--- src/rtl/cwl_defs.svh ---
`ifndef CWL_DEFS_SVH
`define CWL_DEFS_SVH
// ****************************************
// sizes and addresses
// ****************************************
`define CWL_WORD_W 24
`define CWL_NUM_WORDS 4
`define CWL_LAST_IDX 2'h3
`define CWL_TOP_LARGE 24'h0157fe
`define CWL_TOP_SMALL 24'h00abfe
`define CWL_CFG_BASE 24'hf80000
`define CWL_CFG_SPACE_BIT 23
`define CWL_CFG_SPAN 24'h000008
// ****************************************
// first configuration word layout
// ****************************************
`define CWL_UPPER_HI 23
`define CWL_UPPER_LO 16
`define CWL_UPPER_ONES 8'hff
`define CWL_UPPER_NOP 8'h00
`define CWL_LOW_HI 15
`define CWL_B_SCAN 14
`define CWL_B_GCP 13
`define CWL_B_GENERAL_WRITE_PROTECT_N 12
`define CWL_B_DEBUG 11
`define CWL_B_RETENTION_REGULATOR_CFG 10
`define CWL_F_EMU_HI 9
`define CWL_F_EMU_LO 8
`define CWL_F_WMODE_HI 7
`define CWL_F_WMODE_LO 6
`define CWL_B_WINDOW_WATCHDOG_OFF 5
`define CWL_B_PSA 4
`define CWL_F_WPS_HI 3
`define CWL_F_WPS_LO 0
// ****************************************
// field codes and ratios
// ****************************************
`define CWL_EMU_PAIR1 2'h3
`define CWL_EMU_PAIR2 2'h2
`define CWL_EMU_PAIR3 2'h1
`define CWL_EMU_RSVD 2'h0
`define CWL_WDT_ALWAYS 2'h3
`define CWL_WDT_SOFT 2'h2
`define CWL_WDT_RUNONLY 2'h1
`define CWL_WDT_OFF 2'h0
`define CWL_PRESCALE_HI 8'h80
`define CWL_PRESCALE_LO 8'h20
`define CWL_POST_ONE 16'h0001
`endif

--- src/rtl/cwl_pkg.sv ---
`default_nettype none
package cwl_pkg;
   // ****************************************
   // decoded first configuration word
   // ****************************************
   typedef struct packed {
      logic scan_port_enable;
      logic code_protect;
      logic write_protect;
      logic debug_boot;
      logic retention_fw_ctl;
      logic [2:0] emu_pair;
      logic [1:0] watchdog_mode_cfg;
      logic window_sel;
      logic [7:0] prescale_ratio;
      logic [15:0] postscale_ratio;
      logic cfg_error;
   } cwl_cfg_t;

   typedef enum logic {
      CWL_FETCH,
      CWL_RUN
   } cwl_state_t;
endpackage
`default_nettype wire

--- src/rtl/cwl_word_decode.sv ---
`timescale 1ns/100ps
`default_nettype none
`include "cwl_defs.svh"
module cwl_word_decode (
   input wire logic [23:0] word_i,
   output cwl_pkg::cwl_cfg_t cfg_o
);
   // ****************************************
   // field decode, a '1' is the unprogrammed default
   // ****************************************
   logic [1:0] emu;
   logic [1:0] wmode;
   assign emu = word_i[`CWL_F_EMU_HI:`CWL_F_EMU_LO];
   assign wmode = word_i[`CWL_F_WMODE_HI:`CWL_F_WMODE_LO];
   assign cfg_o.scan_port_enable = word_i[`CWL_B_SCAN];
   assign cfg_o.code_protect = ~word_i[`CWL_B_GCP];
   assign cfg_o.write_protect = ~word_i[`CWL_B_GENERAL_WRITE_PROTECT_N];
   assign cfg_o.debug_boot = ~word_i[`CWL_B_DEBUG];
   assign cfg_o.retention_fw_ctl = ~word_i[`CWL_B_RETENTION_REGULATOR_CFG];
   assign cfg_o.emu_pair = {emu == `CWL_EMU_PAIR3, emu == `CWL_EMU_PAIR2, emu == `CWL_EMU_PAIR1};
   assign cfg_o.watchdog_mode_cfg = wmode;
   assign cfg_o.window_sel = ~word_i[`CWL_B_WINDOW_WATCHDOG_OFF];
   assign cfg_o.prescale_ratio = word_i[`CWL_B_PSA] ? `CWL_PRESCALE_HI : `CWL_PRESCALE_LO;
   assign cfg_o.postscale_ratio = `CWL_POST_ONE << word_i[`CWL_F_WPS_HI:`CWL_F_WPS_LO];
   // reserved pin code, or windowed watchdog with watchdog off
   assign cfg_o.cfg_error = (emu == `CWL_EMU_RSVD) || (~word_i[`CWL_B_WINDOW_WATCHDOG_OFF] && wmode == `CWL_WDT_OFF);
endmodule
`default_nettype wire

--- src/rtl/cwl_wdt_ctrl.sv ---
`timescale 1ns/100ps
`default_nettype none
`include "cwl_defs.svh"
module cwl_wdt_ctrl (
   input wire logic clk_i,
   input wire logic rst_i,
   input wire logic [1:0] mode_i,
   input wire logic soft_enable_i,
   input wire logic sleep_i,
   output logic run_o,
   output logic soft_honored_o
);
   // ****************************************
   // watchdog run decision
   // ****************************************
   always_comb begin
      unique case (mode_i)
         `CWL_WDT_ALWAYS: run_o = 1'b1;
         `CWL_WDT_SOFT: run_o = soft_enable_i;
         `CWL_WDT_RUNONLY: run_o = ~sleep_i;
         `CWL_WDT_OFF: run_o = 1'b0;
      endcase
   end
   assign soft_honored_o = (mode_i == `CWL_WDT_SOFT);

   // ****************************************
   // checks
   // ****************************************
   a_wdt_always_on: assert property (@(posedge clk_i) disable iff (rst_i)
      mode_i == `CWL_WDT_ALWAYS |-> run_o && !soft_honored_o) else $error("watchdog not forced on");
   a_wdt_run_sleep: assert property (@(posedge clk_i) disable iff (rst_i)
      mode_i == `CWL_WDT_RUNONLY |-> run_o == !sleep_i) else $error("run-only watchdog wrong in sleep");
   a_wdt_soft_follow: assert property (@(posedge clk_i) disable iff (rst_i)
      mode_i == `CWL_WDT_SOFT && $stable(mode_i) |-> run_o == soft_enable_i) else $error("soft enable ignored");
endmodule
`default_nettype wire

--- src/rtl/cwl_loader.sv ---
`timescale 1ns/100ps
`default_nettype none
`include "cwl_defs.svh"
module cwl_loader #(
   parameter bit LARGE_DEVICE = 1'b1
) (
   input wire logic clk_i,
   input wire logic rst_i,
   output logic flash_rd_o,
   output logic flash_wr_o,
   output logic [23:0] flash_addr_o,
   output logic [23:0] flash_wdata_o,
   input wire logic [23:0] flash_rdata_i,
   input wire logic flash_valid_i,
   input wire logic tbl_req_i,
   input wire logic tbl_we_i,
   input wire logic [23:0] tbl_addr_i,
   input wire logic [23:0] tbl_wdata_i,
   output logic tbl_ack_o,
   output logic tbl_err_o,
   output logic [23:0] tbl_rdata_o,
   input wire logic retention_regulator_on_i,
   input wire logic watchdog_soft_enable_i,
   input wire logic sleep_i,
   output logic core_rst_o,
   output logic load_done_o,
   output logic scan_port_enable_o,
   output logic code_protect_o,
   output logic write_protect_o,
   output logic debug_boot_o,
   output logic retention_regulator_o,
   output logic program_pin_pair_one_o,
   output logic program_pin_pair_two_o,
   output logic program_pin_pair_three_o,
   output logic watchdog_run_o,
   output logic watchdog_soft_honored_o,
   output logic window_watchdog_o,
   output logic [7:0] watchdog_prescale_o,
   output logic [15:0] watchdog_postscale_o,
   output logic cfg_error_o
);
   localparam logic [23:0] TOP_ADDR = LARGE_DEVICE ? `CWL_TOP_LARGE : `CWL_TOP_SMALL;

   // ****************************************
   // helpers
   // ****************************************
   function automatic logic [23:0] word_addr(input logic [1:0] idx);
      word_addr = TOP_ADDR - {21'h000000, idx, 1'b0};
   endfunction

   // hit flag and index of a configuration-space word
   function automatic logic [2:0] cfg_slot(input logic [23:0] addr);
      logic [23:0] off;
      off = addr - `CWL_CFG_BASE;
      cfg_slot = {(off < `CWL_CFG_SPAN) && !off[0], off[2:1]};
   endfunction

   // ****************************************
   // state
   // ****************************************
   cwl_pkg::cwl_state_t state_reg;
   logic [1:0] idx_reg;
   logic [23:0] word_reg [`CWL_NUM_WORDS];
   logic [23:0] addr_reg;
   logic [2:0] slot;
   logic cfg_space;
   logic take;
   cwl_pkg::cwl_cfg_t cfg;

   assign slot = cfg_slot(tbl_addr_i);
   assign cfg_space = tbl_addr_i[`CWL_CFG_SPACE_BIT];
   assign take = (state_reg == cwl_pkg::CWL_RUN) && tbl_req_i;

   // ****************************************
   // fetch sequencer
   // ****************************************
   always_ff @(posedge clk_i or posedge rst_i) begin
      if (rst_i) begin
         state_reg <= cwl_pkg::CWL_FETCH;
         idx_reg <= 2'h0;
      end else if (state_reg == cwl_pkg::CWL_FETCH && flash_valid_i) begin
         idx_reg <= idx_reg + 2'h1;
         if (idx_reg == `CWL_LAST_IDX) begin
            state_reg <= cwl_pkg::CWL_RUN;
         end
      end
   end

   // volatile copy, untouched until the next reset
   generate
      for (genvar g = 0; g < `CWL_NUM_WORDS; g++) begin : g_word
         always_ff @(posedge clk_i or posedge rst_i) begin
            if (rst_i) begin
               word_reg[g] <= 24'hffffff;
            end else if (state_reg == cwl_pkg::CWL_FETCH && flash_valid_i && idx_reg == 2'(g)) begin
               word_reg[g] <= flash_rdata_i;
            end
         end
      end
   endgenerate

   assign flash_rd_o = (state_reg == cwl_pkg::CWL_FETCH);

   // ****************************************
   // flash address and program port
   // ****************************************
   always_ff @(posedge clk_i or posedge rst_i) begin
      if (rst_i) begin
         addr_reg <= TOP_ADDR;
      end else if (state_reg == cwl_pkg::CWL_FETCH && flash_valid_i) begin
         addr_reg <= word_addr(idx_reg + 2'h1);
      end else if (take && tbl_we_i && slot[2]) begin
         addr_reg <= word_addr(slot[1:0]);
      end
   end
   assign flash_addr_o = addr_reg;

   always_ff @(posedge clk_i or posedge rst_i) begin
      if (rst_i) begin
         flash_wr_o <= 1'b0;
         flash_wdata_o <= 24'h000000;
      end else begin
         flash_wr_o <= take && tbl_we_i && slot[2] && !cfg.write_protect;
         if (take && tbl_we_i && slot[2]) begin
            flash_wdata_o <= {`CWL_UPPER_NOP, tbl_wdata_i[`CWL_LOW_HI:0]};
         end
      end
   end

   // ****************************************
   // table access port
   // ****************************************
   always_ff @(posedge clk_i or posedge rst_i) begin
      if (rst_i) begin
         tbl_ack_o <= 1'b0;
         tbl_err_o <= 1'b0;
         tbl_rdata_o <= 24'h000000;
      end else begin
         tbl_ack_o <= take;
         tbl_err_o <= take && (!cfg_space || (tbl_we_i && (!slot[2] || cfg.write_protect)));
         if (take && !tbl_we_i) begin
            if (slot[2]) begin
               tbl_rdata_o <= {`CWL_UPPER_ONES, word_reg[slot[1:0]][`CWL_LOW_HI:0]};
            end else begin
               tbl_rdata_o <= 24'h000000;
            end
         end
      end
   end

   // ****************************************
   // decode and outputs
   // ****************************************
   cwl_word_decode u_decode (
      .word_i(word_reg[0]),
      .cfg_o(cfg)
   );

   cwl_wdt_ctrl u_wdt (
      .clk_i(clk_i),
      .rst_i(rst_i),
      .mode_i(cfg.watchdog_mode_cfg),
      .soft_enable_i(watchdog_soft_enable_i),
      .sleep_i(sleep_i),
      .run_o(watchdog_run_o),
      .soft_honored_o(watchdog_soft_honored_o)
   );

   assign load_done_o = (state_reg == cwl_pkg::CWL_RUN);
   assign core_rst_o = !load_done_o;
   assign scan_port_enable_o = load_done_o && cfg.scan_port_enable;
   assign code_protect_o = cfg.code_protect;
   assign write_protect_o = cfg.write_protect;
   assign debug_boot_o = cfg.debug_boot;
   assign retention_regulator_o = cfg.retention_fw_ctl && retention_regulator_on_i;
   assign program_pin_pair_one_o = cfg.emu_pair[0];
   assign program_pin_pair_two_o = cfg.emu_pair[1];
   assign program_pin_pair_three_o = cfg.emu_pair[2];
   assign window_watchdog_o = cfg.window_sel && (cfg.watchdog_mode_cfg != `CWL_WDT_OFF);
   assign watchdog_prescale_o = cfg.prescale_ratio;
   assign watchdog_postscale_o = cfg.postscale_ratio;
   assign cfg_error_o = load_done_o && cfg.cfg_error;

   // ****************************************
   // checks
   // ****************************************
   a_core_held_load: assert property (@(posedge clk_i) disable iff (rst_i)
      !load_done_o |-> core_rst_o && flash_rd_o && !tbl_ack_o) else $error("core released early");
   a_first_fetch_top: assert property (@(posedge clk_i) disable iff (rst_i)
      flash_rd_o && idx_reg == 2'h0 |-> flash_addr_o == TOP_ADDR) else $error("first fetch not at top");
   a_fetch_step_down: assert property (@(posedge clk_i) disable iff (rst_i)
      flash_rd_o && flash_valid_i && idx_reg != 2'h3 |=> flash_addr_o == $past(flash_addr_o) - 24'h000002)
      else $error("fetch address step wrong");
   a_load_after_four: assert property (@(posedge clk_i) disable iff (rst_i)
      $rose(load_done_o) |-> $past(flash_valid_i) && $past(idx_reg) == 2'h3) else $error("load ended early");
   a_upper_reads_ones: assert property (@(posedge clk_i) disable iff (rst_i)
      take && !tbl_we_i && slot[2] |=> tbl_ack_o && tbl_rdata_o[23:16] == 8'hff) else $error("upper byte not ones");
   a_code_prot_bit: assert property (@(posedge clk_i) disable iff (rst_i)
      load_done_o |-> code_protect_o == !word_reg[0][13] && write_protect_o == !word_reg[0][12])
      else $error("protection decode wrong");
   a_write_blocked: assert property (@(posedge clk_i) disable iff (rst_i)
      take && tbl_we_i && word_reg[0][12] == 1'b0 |=> !flash_wr_o && tbl_err_o) else $error("protected write passed");
   a_write_upper_nop: assert property (@(posedge clk_i) disable iff (rst_i)
      flash_wr_o |-> flash_wdata_o[23:16] == 8'h00) else $error("upper byte not zero");
   a_outside_refused: assert property (@(posedge clk_i) disable iff (rst_i)
      take && !tbl_addr_i[23] |=> tbl_err_o && !flash_wr_o) else $error("non config access accepted");
   a_scan_port_bit: assert property (@(posedge clk_i) disable iff (rst_i)
      load_done_o |-> scan_port_enable_o == word_reg[0][14] && debug_boot_o == !word_reg[0][11])
      else $error("scan or debug decode wrong");
   a_emu_pair_onehot: assert property (@(posedge clk_i) disable iff (rst_i)
      load_done_o && word_reg[0][9:8] == 2'h2 |-> program_pin_pair_two_o && !program_pin_pair_one_o)
      else $error("emulator pair wrong");
   a_window_gated: assert property (@(posedge clk_i) disable iff (rst_i)
      word_reg[0][7:6] == 2'h0 |-> !window_watchdog_o) else $error("window with watchdog off");
   a_prescale_ratio: assert property (@(posedge clk_i) disable iff (rst_i)
      load_done_o |-> watchdog_prescale_o == (word_reg[0][4] ? 8'h80 : 8'h20)) else $error("prescale wrong");
   a_postscale_max: assert property (@(posedge clk_i) disable iff (rst_i)
      load_done_o && word_reg[0][3:0] == 4'hf |-> watchdog_postscale_o == 16'h8000) else $error("postscale wrong");
   a_retention_off: assert property (@(posedge clk_i) disable iff (rst_i)
      word_reg[0][10] |-> !retention_regulator_o) else $error("retention regulator on");
endmodule
`default_nettype wire

--- config.mk ---
export PLATFORM = sky130hd
export DESIGN_NAME = cwl_loader
export DESIGN_NICKNAME = d
export VERILOG_FILES = /design/src/rtl/cwl_pkg.sv /design/src/rtl/cwl_word_decode.sv /design/src/rtl/cwl_wdt_ctrl.sv /design/src/rtl/cwl_loader.sv
export VERILOG_INCLUDE_DIRS = /design/src /design/src/rtl
export SDC_FILE = /design/constraint.sdc
export NUM_CORES = 1
export LEC_CHECK = 0
export BUFFER_PORTS_ARGS = -buffer_cell sky130_fd_sc_hd__buf_2
export CAP_MARGIN = 20
export CELL_PAD_IN_SITES_DETAIL_PLACEMENT = 0
export CELL_PAD_IN_SITES_GLOBAL_PLACEMENT = 1
export CORE_ASPECT_RATIO = 0.8
export CORE_MARGIN = 10
export CORE_UTILIZATION = 43
export CTS_BUF_LIST = sky130_fd_sc_hd__clkbuf_4 sky130_fd_sc_hd__clkbuf_8 sky130_fd_sc_hd__clkbuf_16
export CTS_CLUSTER_DIAMETER = 200
export CTS_CLUSTER_SIZE = 12
export DETAILED_ROUTE_END_ITERATION = 8
export GPL_TIMING_DRIVEN = 0
export MAX_ROUTING_LAYER = met4
export PLACE_DENSITY_LB_ADDON = 0.1
export REMOVE_ABC_BUFFERS = 1
export SLEW_MARGIN = 40
export SYNTH_ARGS = -nofsm -noshare
export SYNTH_HDL_FRONTEND = slang
export SYNTH_HIERARCHICAL = 1
export SYNTH_SLANG_ARGS = --single-unit
--- constraint.sdc ---
create_clock -name clk_i -period 8.66 [get_ports clk_i]
set_input_delay 1.732 -clock clk_i [delete_from_list [all_inputs] [get_ports clk_i]]
set_output_delay 1.732 -clock clk_i [all_outputs]
set_load 0.01 [all_outputs]
### Word level (Yosys, flattened, before mapping)

Index checks and enable logic that the tools add are counted.

* register bits after elaboration: 166
* latch bits: 0
* bits in writable memories: 0
* bits in read-only memories: 0
* input port bits: 80
* output and inout port bits: 114
* word-level logic and storage cells: 76
* memories kept: 0

* $add $sub $neg: 4
* multiply operators: 0
* divide/modulo/power cells: 0
* magnitude comparators: 2
* eq/ne operators: 9
* shift-type cells: 1
* muxes and demuxes: 8
* bitwise operators: 8
* reductions and logical operators: 32

Operators by type and width (count)
* 24-bit 2-to-1 mux: 3
* 24-bit binary-select mux with 2-bit select: 1
* 17-bit by 3-bit subtractor with 18-bit output, first input constant: 2
* 16-bit 2-to-1 mux: 2
* 24-bit by 4-bit < comparator with 1-bit output, second input constant: 1
* 24-bit subtractor, second input constant: 1
* 1-bit logical AND: 18
* 1-bit by 4-bit << shifter with 16-bit output, first input constant: 1
* 2-bit == test, second input constant: 6
* 8-bit 2-to-1 mux: 1
* 1-bit NOT: 7
* 2-bit by 1-bit == test with 1-bit output, second input constant: 3
* 2-bit zero test: 3
* 1-bit zero test: 5
* 1-bit case mux with 4 select lines: 1
* 2-bit nonzero test: 2
* 3-bit greater-or-equal comparator, second input constant: 1
* 1-bit logical OR: 3
* 2-bit NOT with 3-bit output: 1
* 2-bit by 1-bit adder with 2-bit output, second input constant: 1
* 2-bit AND reduction: 1

### Longest topological paths before layout

* word-level depth: 8
* gate-level depth with buffers: 7

### By module

Netlist, hierarchy kept.

Modules (own cells, without submodules)
* cwl_loader: times used 1, cells each 382, area an instance 5312.6 um2
* cwl_word_decode: times used 1, cells each 41, area an instance 355.3 um2
* cwl_wdt_ctrl: times used 1, cells each 4, area an instance 21.3 um2

### Worst setup path before layout

No wires, ideal clock.

* path kind: input-to-reg
* start: in tbl_addr_i[19]
* end: reg flash_wdata_o[0]
* setup time: 0.125 ns
* data arrival time: 3.834 ns
* slack: 4.701 ns
* stages: 6
* path buffers: 1
* path through: ha_1 or4_1 or4_4 nor4_4 buf_8 mux2_4

* word-level cells in the longest chain between the ends: 4

RTL lines
* from (decl): line cwl_loader.sv:17 `input wire logic [23:0] tbl_addr_i,`
* 24-bit subtractor (no source line)
* 24-bit by 4-bit < comparator with 1-bit output (no source line)
* 1-bit logical AND: line cwl_loader.sv:55 `` cfg_slot = {(off < `CWL_CFG_SPAN) && !off[0], off[2:1]}; ``
* 1-bit logical AND: line cwl_loader.sv:124 `if (take && tbl_we_i && slot[2]) begin`
* to (signal assigned): line cwl_loader.sv:125 `` flash_wdata_o <= {`CWL_UPPER_NOP, tbl_wdata_i[`CWL_LOW_HI:0]}; ``
* to (decl): line cwl_loader.sv:12 `output logic [23:0] flash_wdata_o,`

Every way passes these cells.
A chain may end at the register's enable or synchronous reset.

### Final worst setup path

* start: in tbl_addr_i[19]
* end: reg flash_wdata_o[11]

The elaborated chain is that of the path after synthesis.

==> key figures <==
STA
  – Finish-stage setup viols: 0
  – Setup TNS: 0 ps
  – Hold Worst Slack: around 480 ps
  – Clk_skew: roughly 5.5 ps
  – Worst-margin pin slew: roughly 650 ps
  – Fin. Hold Viols: 0
  – Relative slew slack: 0.570
  – Fin crit period: 4020 ps
  – F_max: about 0.25 GHz
  – RSZ-0062 raised after global routing: no
  – Slew Viols, Final: 0
  – Final period util: 0.464

Synthesis
  – Synthesized instance count: between 400 and 500
  – Avg Inst Size Synth: 13.1 sq um
  – Yosys warns: 6
  – Syn Std Cell Area: about 0.0054 sq mm

Layout
  – FF/Latch Area: 0.00271 sq mm
  – Layout cell share with drive strength beyond 1: 0.657
  – Layout filler cell count: 1116
  – Max reg flops: between 60 and 70
  – Post-Route Utilization: 0.522
  – Synth-to-layout area growth: 18.2%
  – # diodes: 0
  – Multi-input gate area: about 0.0023 sq mm
  – Nets: between 600 and 700

Clock network
  – CTS tree: done
  – Clock-pin slew on the worst setup and hold paths: roughly 60 ps
  – Clk_lat worst skew: 340 ps
  – Clk sinks: roughly 110
  – Clock Path Buffers: 2
  – Resized Gates After CTS: 0
  – CTS HTree Levels: 3
  – Post-CTS Setup Bufs: 0
  – Clock root cell: clkbuf_16
  – Cts-stage hold buffer count: 0
  – Inserted Clock Buffers: 9

Global route
  – Vias in the first global route: about 3700
  – First-pass GRT wire length: 21.0 mm
  – Pin count of the biggest net entering global routing: 67
  – GRT Total Usage: 0.153
  – GRT overflow: 0
  – Initial antenna violation count: 0

Worst setup path
  – Critical path arrival: between 4000 and 5000 ps
  – Crit path top cell by count: buf_4
  – CP Buf/Inv Count: 3
  – Worst reg-to-reg path cell count: 5
  – Critical path depth: 8
  – Crit path kind: input pin to register
  – Largest stage delay, worst path: about 570 ps
  – Crit-path slowest cell: or4_1
  – Crit. End Element: register
  – CP top delay family: simple AND/OR/NAND/NOR gates
  – CP max FO: 8
  – Cell chain of the critical path: buf_2 -> ha_1 -> or4_1 -> or4_4 -> nor4_4 -> buf_4 -> buf_4 -> mux2_2
  – Worst setup SP type: input pin
  – CP Data Required Time: 8880 ps

Placement
  – Port buffer count: approximately 140
  – Hpwl dp: about 9.3 mm
  – Final GP Congestion: ~0.74

Flow run
  – Max_cap viols: 0

Pwr
  – PD cells: 157 mW/mm^2
  – Net Switching: about 210 uW
  – Internal cell power: between 700 and 800 uW
  – Total power: between 900 and 1000 uW
  – Power share of the combinational group: 0.060
  – Sw Ratio: 0.210
  – Part of the power in registers: 0.495
  – Leakage: 0.00307 uW
  – Clock power share: 0.445
  – Maximum vdd drop: ~0.1 mV

Die
  – Die area: about 0.017 sq mm
  – Die Ht: approximately 120 um
  – Die Width: around 150 um
  – Row Count: 36
  – # IOs: 194
  – Initial Utilization: 0.441
  – Core ar.: 0.0122 sq mm

Detailed routing
  – DR vias: about 3500
  – Final ANT Viol Nets: 0
  – Final wirelength: 12.9 mm
  – Violation count after the first detailed-route iteration: about 140
  – Routed WL per cell: about 18 um
  – Remaining DRCs: 0
  – Router iterations before antenna repair: 4
  – Vias per cell: approximately 4.9

Run status
  – Status: finished clean

Worst hold path
  – Hold Path Depth: 2
  – Worst min-delay path category: register to register
-- metrics by stage --
step                      std cells  cell area (sq um)  worst slack (ps)
final                           708               6370              4640
after detailed placement        692               6030              4220
after global placement          688               5960              3010
after global routing            708               6370              4580
after CTS                       708               6370              4570
after floorplan                 376               5040              4280
-- path summary, 6_finish.rpt --
| check | startpoint | to | slack, ps |
|---|---|---|---|
| max in group asynchronous | rst_i | word_reg[72] | 6640 |
| hold reg to reg | tbl_rdata_o[2] | tbl_rdata_o[2] | 480 |
| setup / recovery | tbl_addr_i[19] | flash_wdata_o[11] | 4640 |
| setup reg to reg | load_done_o | flash_wdata_o[11] | 6520 |
| hold / removal | tbl_rdata_o[2] | tbl_rdata_o[2] | 480 |
| min in group asynchronous | rst_i | flash_wdata_o[13] | 1360 |
-- layout make-up --
class / instances / share of cell area
tap: 171 / 0.0336
sequential: 105 / 0.425
clock buffer: 13 / 0.0420
clock inverter: 3 / 0.0102
multi-input combinational: 256 / 0.360
inverter: 15 / 0.0100
timing repair buffer: 145 / 0.119
-- worst register-to-register path, stage by stage, from the launching register on --
cell	delay, ps
dfrtp_1	490
nand3_1	290
nor4_4	450
buf_4	250
buf_4	200
mux2_2	340
-- layer usage --
metal  GRT usage  vias up  wire (um)
li1            -     1611          -
met1       0.188     1719       5800
met2       0.243      115       6180
met3      0.0507        6        849
met4      0.0322        0         82
met5           -        -          0
-- power groups by stage --
stage | Sequential [uW] | Combinational [uW] | Clock [uW]
floorplan | 503 | 26.2 | 0
global placement | 502 | 55.5 | 0
detailed placement | 503 | 59.7 | 0
CTS | 495 | 60.0 | 460
global route | 495 | 66.7 | 483
finish | 495 | 59.5 | 445
-- cells in the final DEF, fill, tap and decap left out, types with 2 or more instances in the layout --
cell type and count:
bufinv_16 2, clkbuf_16 9, or4_4 3, a41oi_1 2, mux2_4 10, and2b_2 2
o21ai_0 8, nor2_1 4, mux4_2 16, mux2_2 70, conb_1 36, and2_1 4
nor4b_2 4, buf_4 2, dfrtp_1 39, dfstp_2 66, and4bb_2 6, o41ai_1 3
clkbuf_4 2, nand3_1 2, ha_1 5, nor2b_1 2, inv_1 14, nand2b_1 2
and4b_1 4, nand2_2 4, o21ai_1 10, nand2_1 36, clkbuf_8 2, buf_2 141
Note: power is estimated with default switching activity, not from simulation.
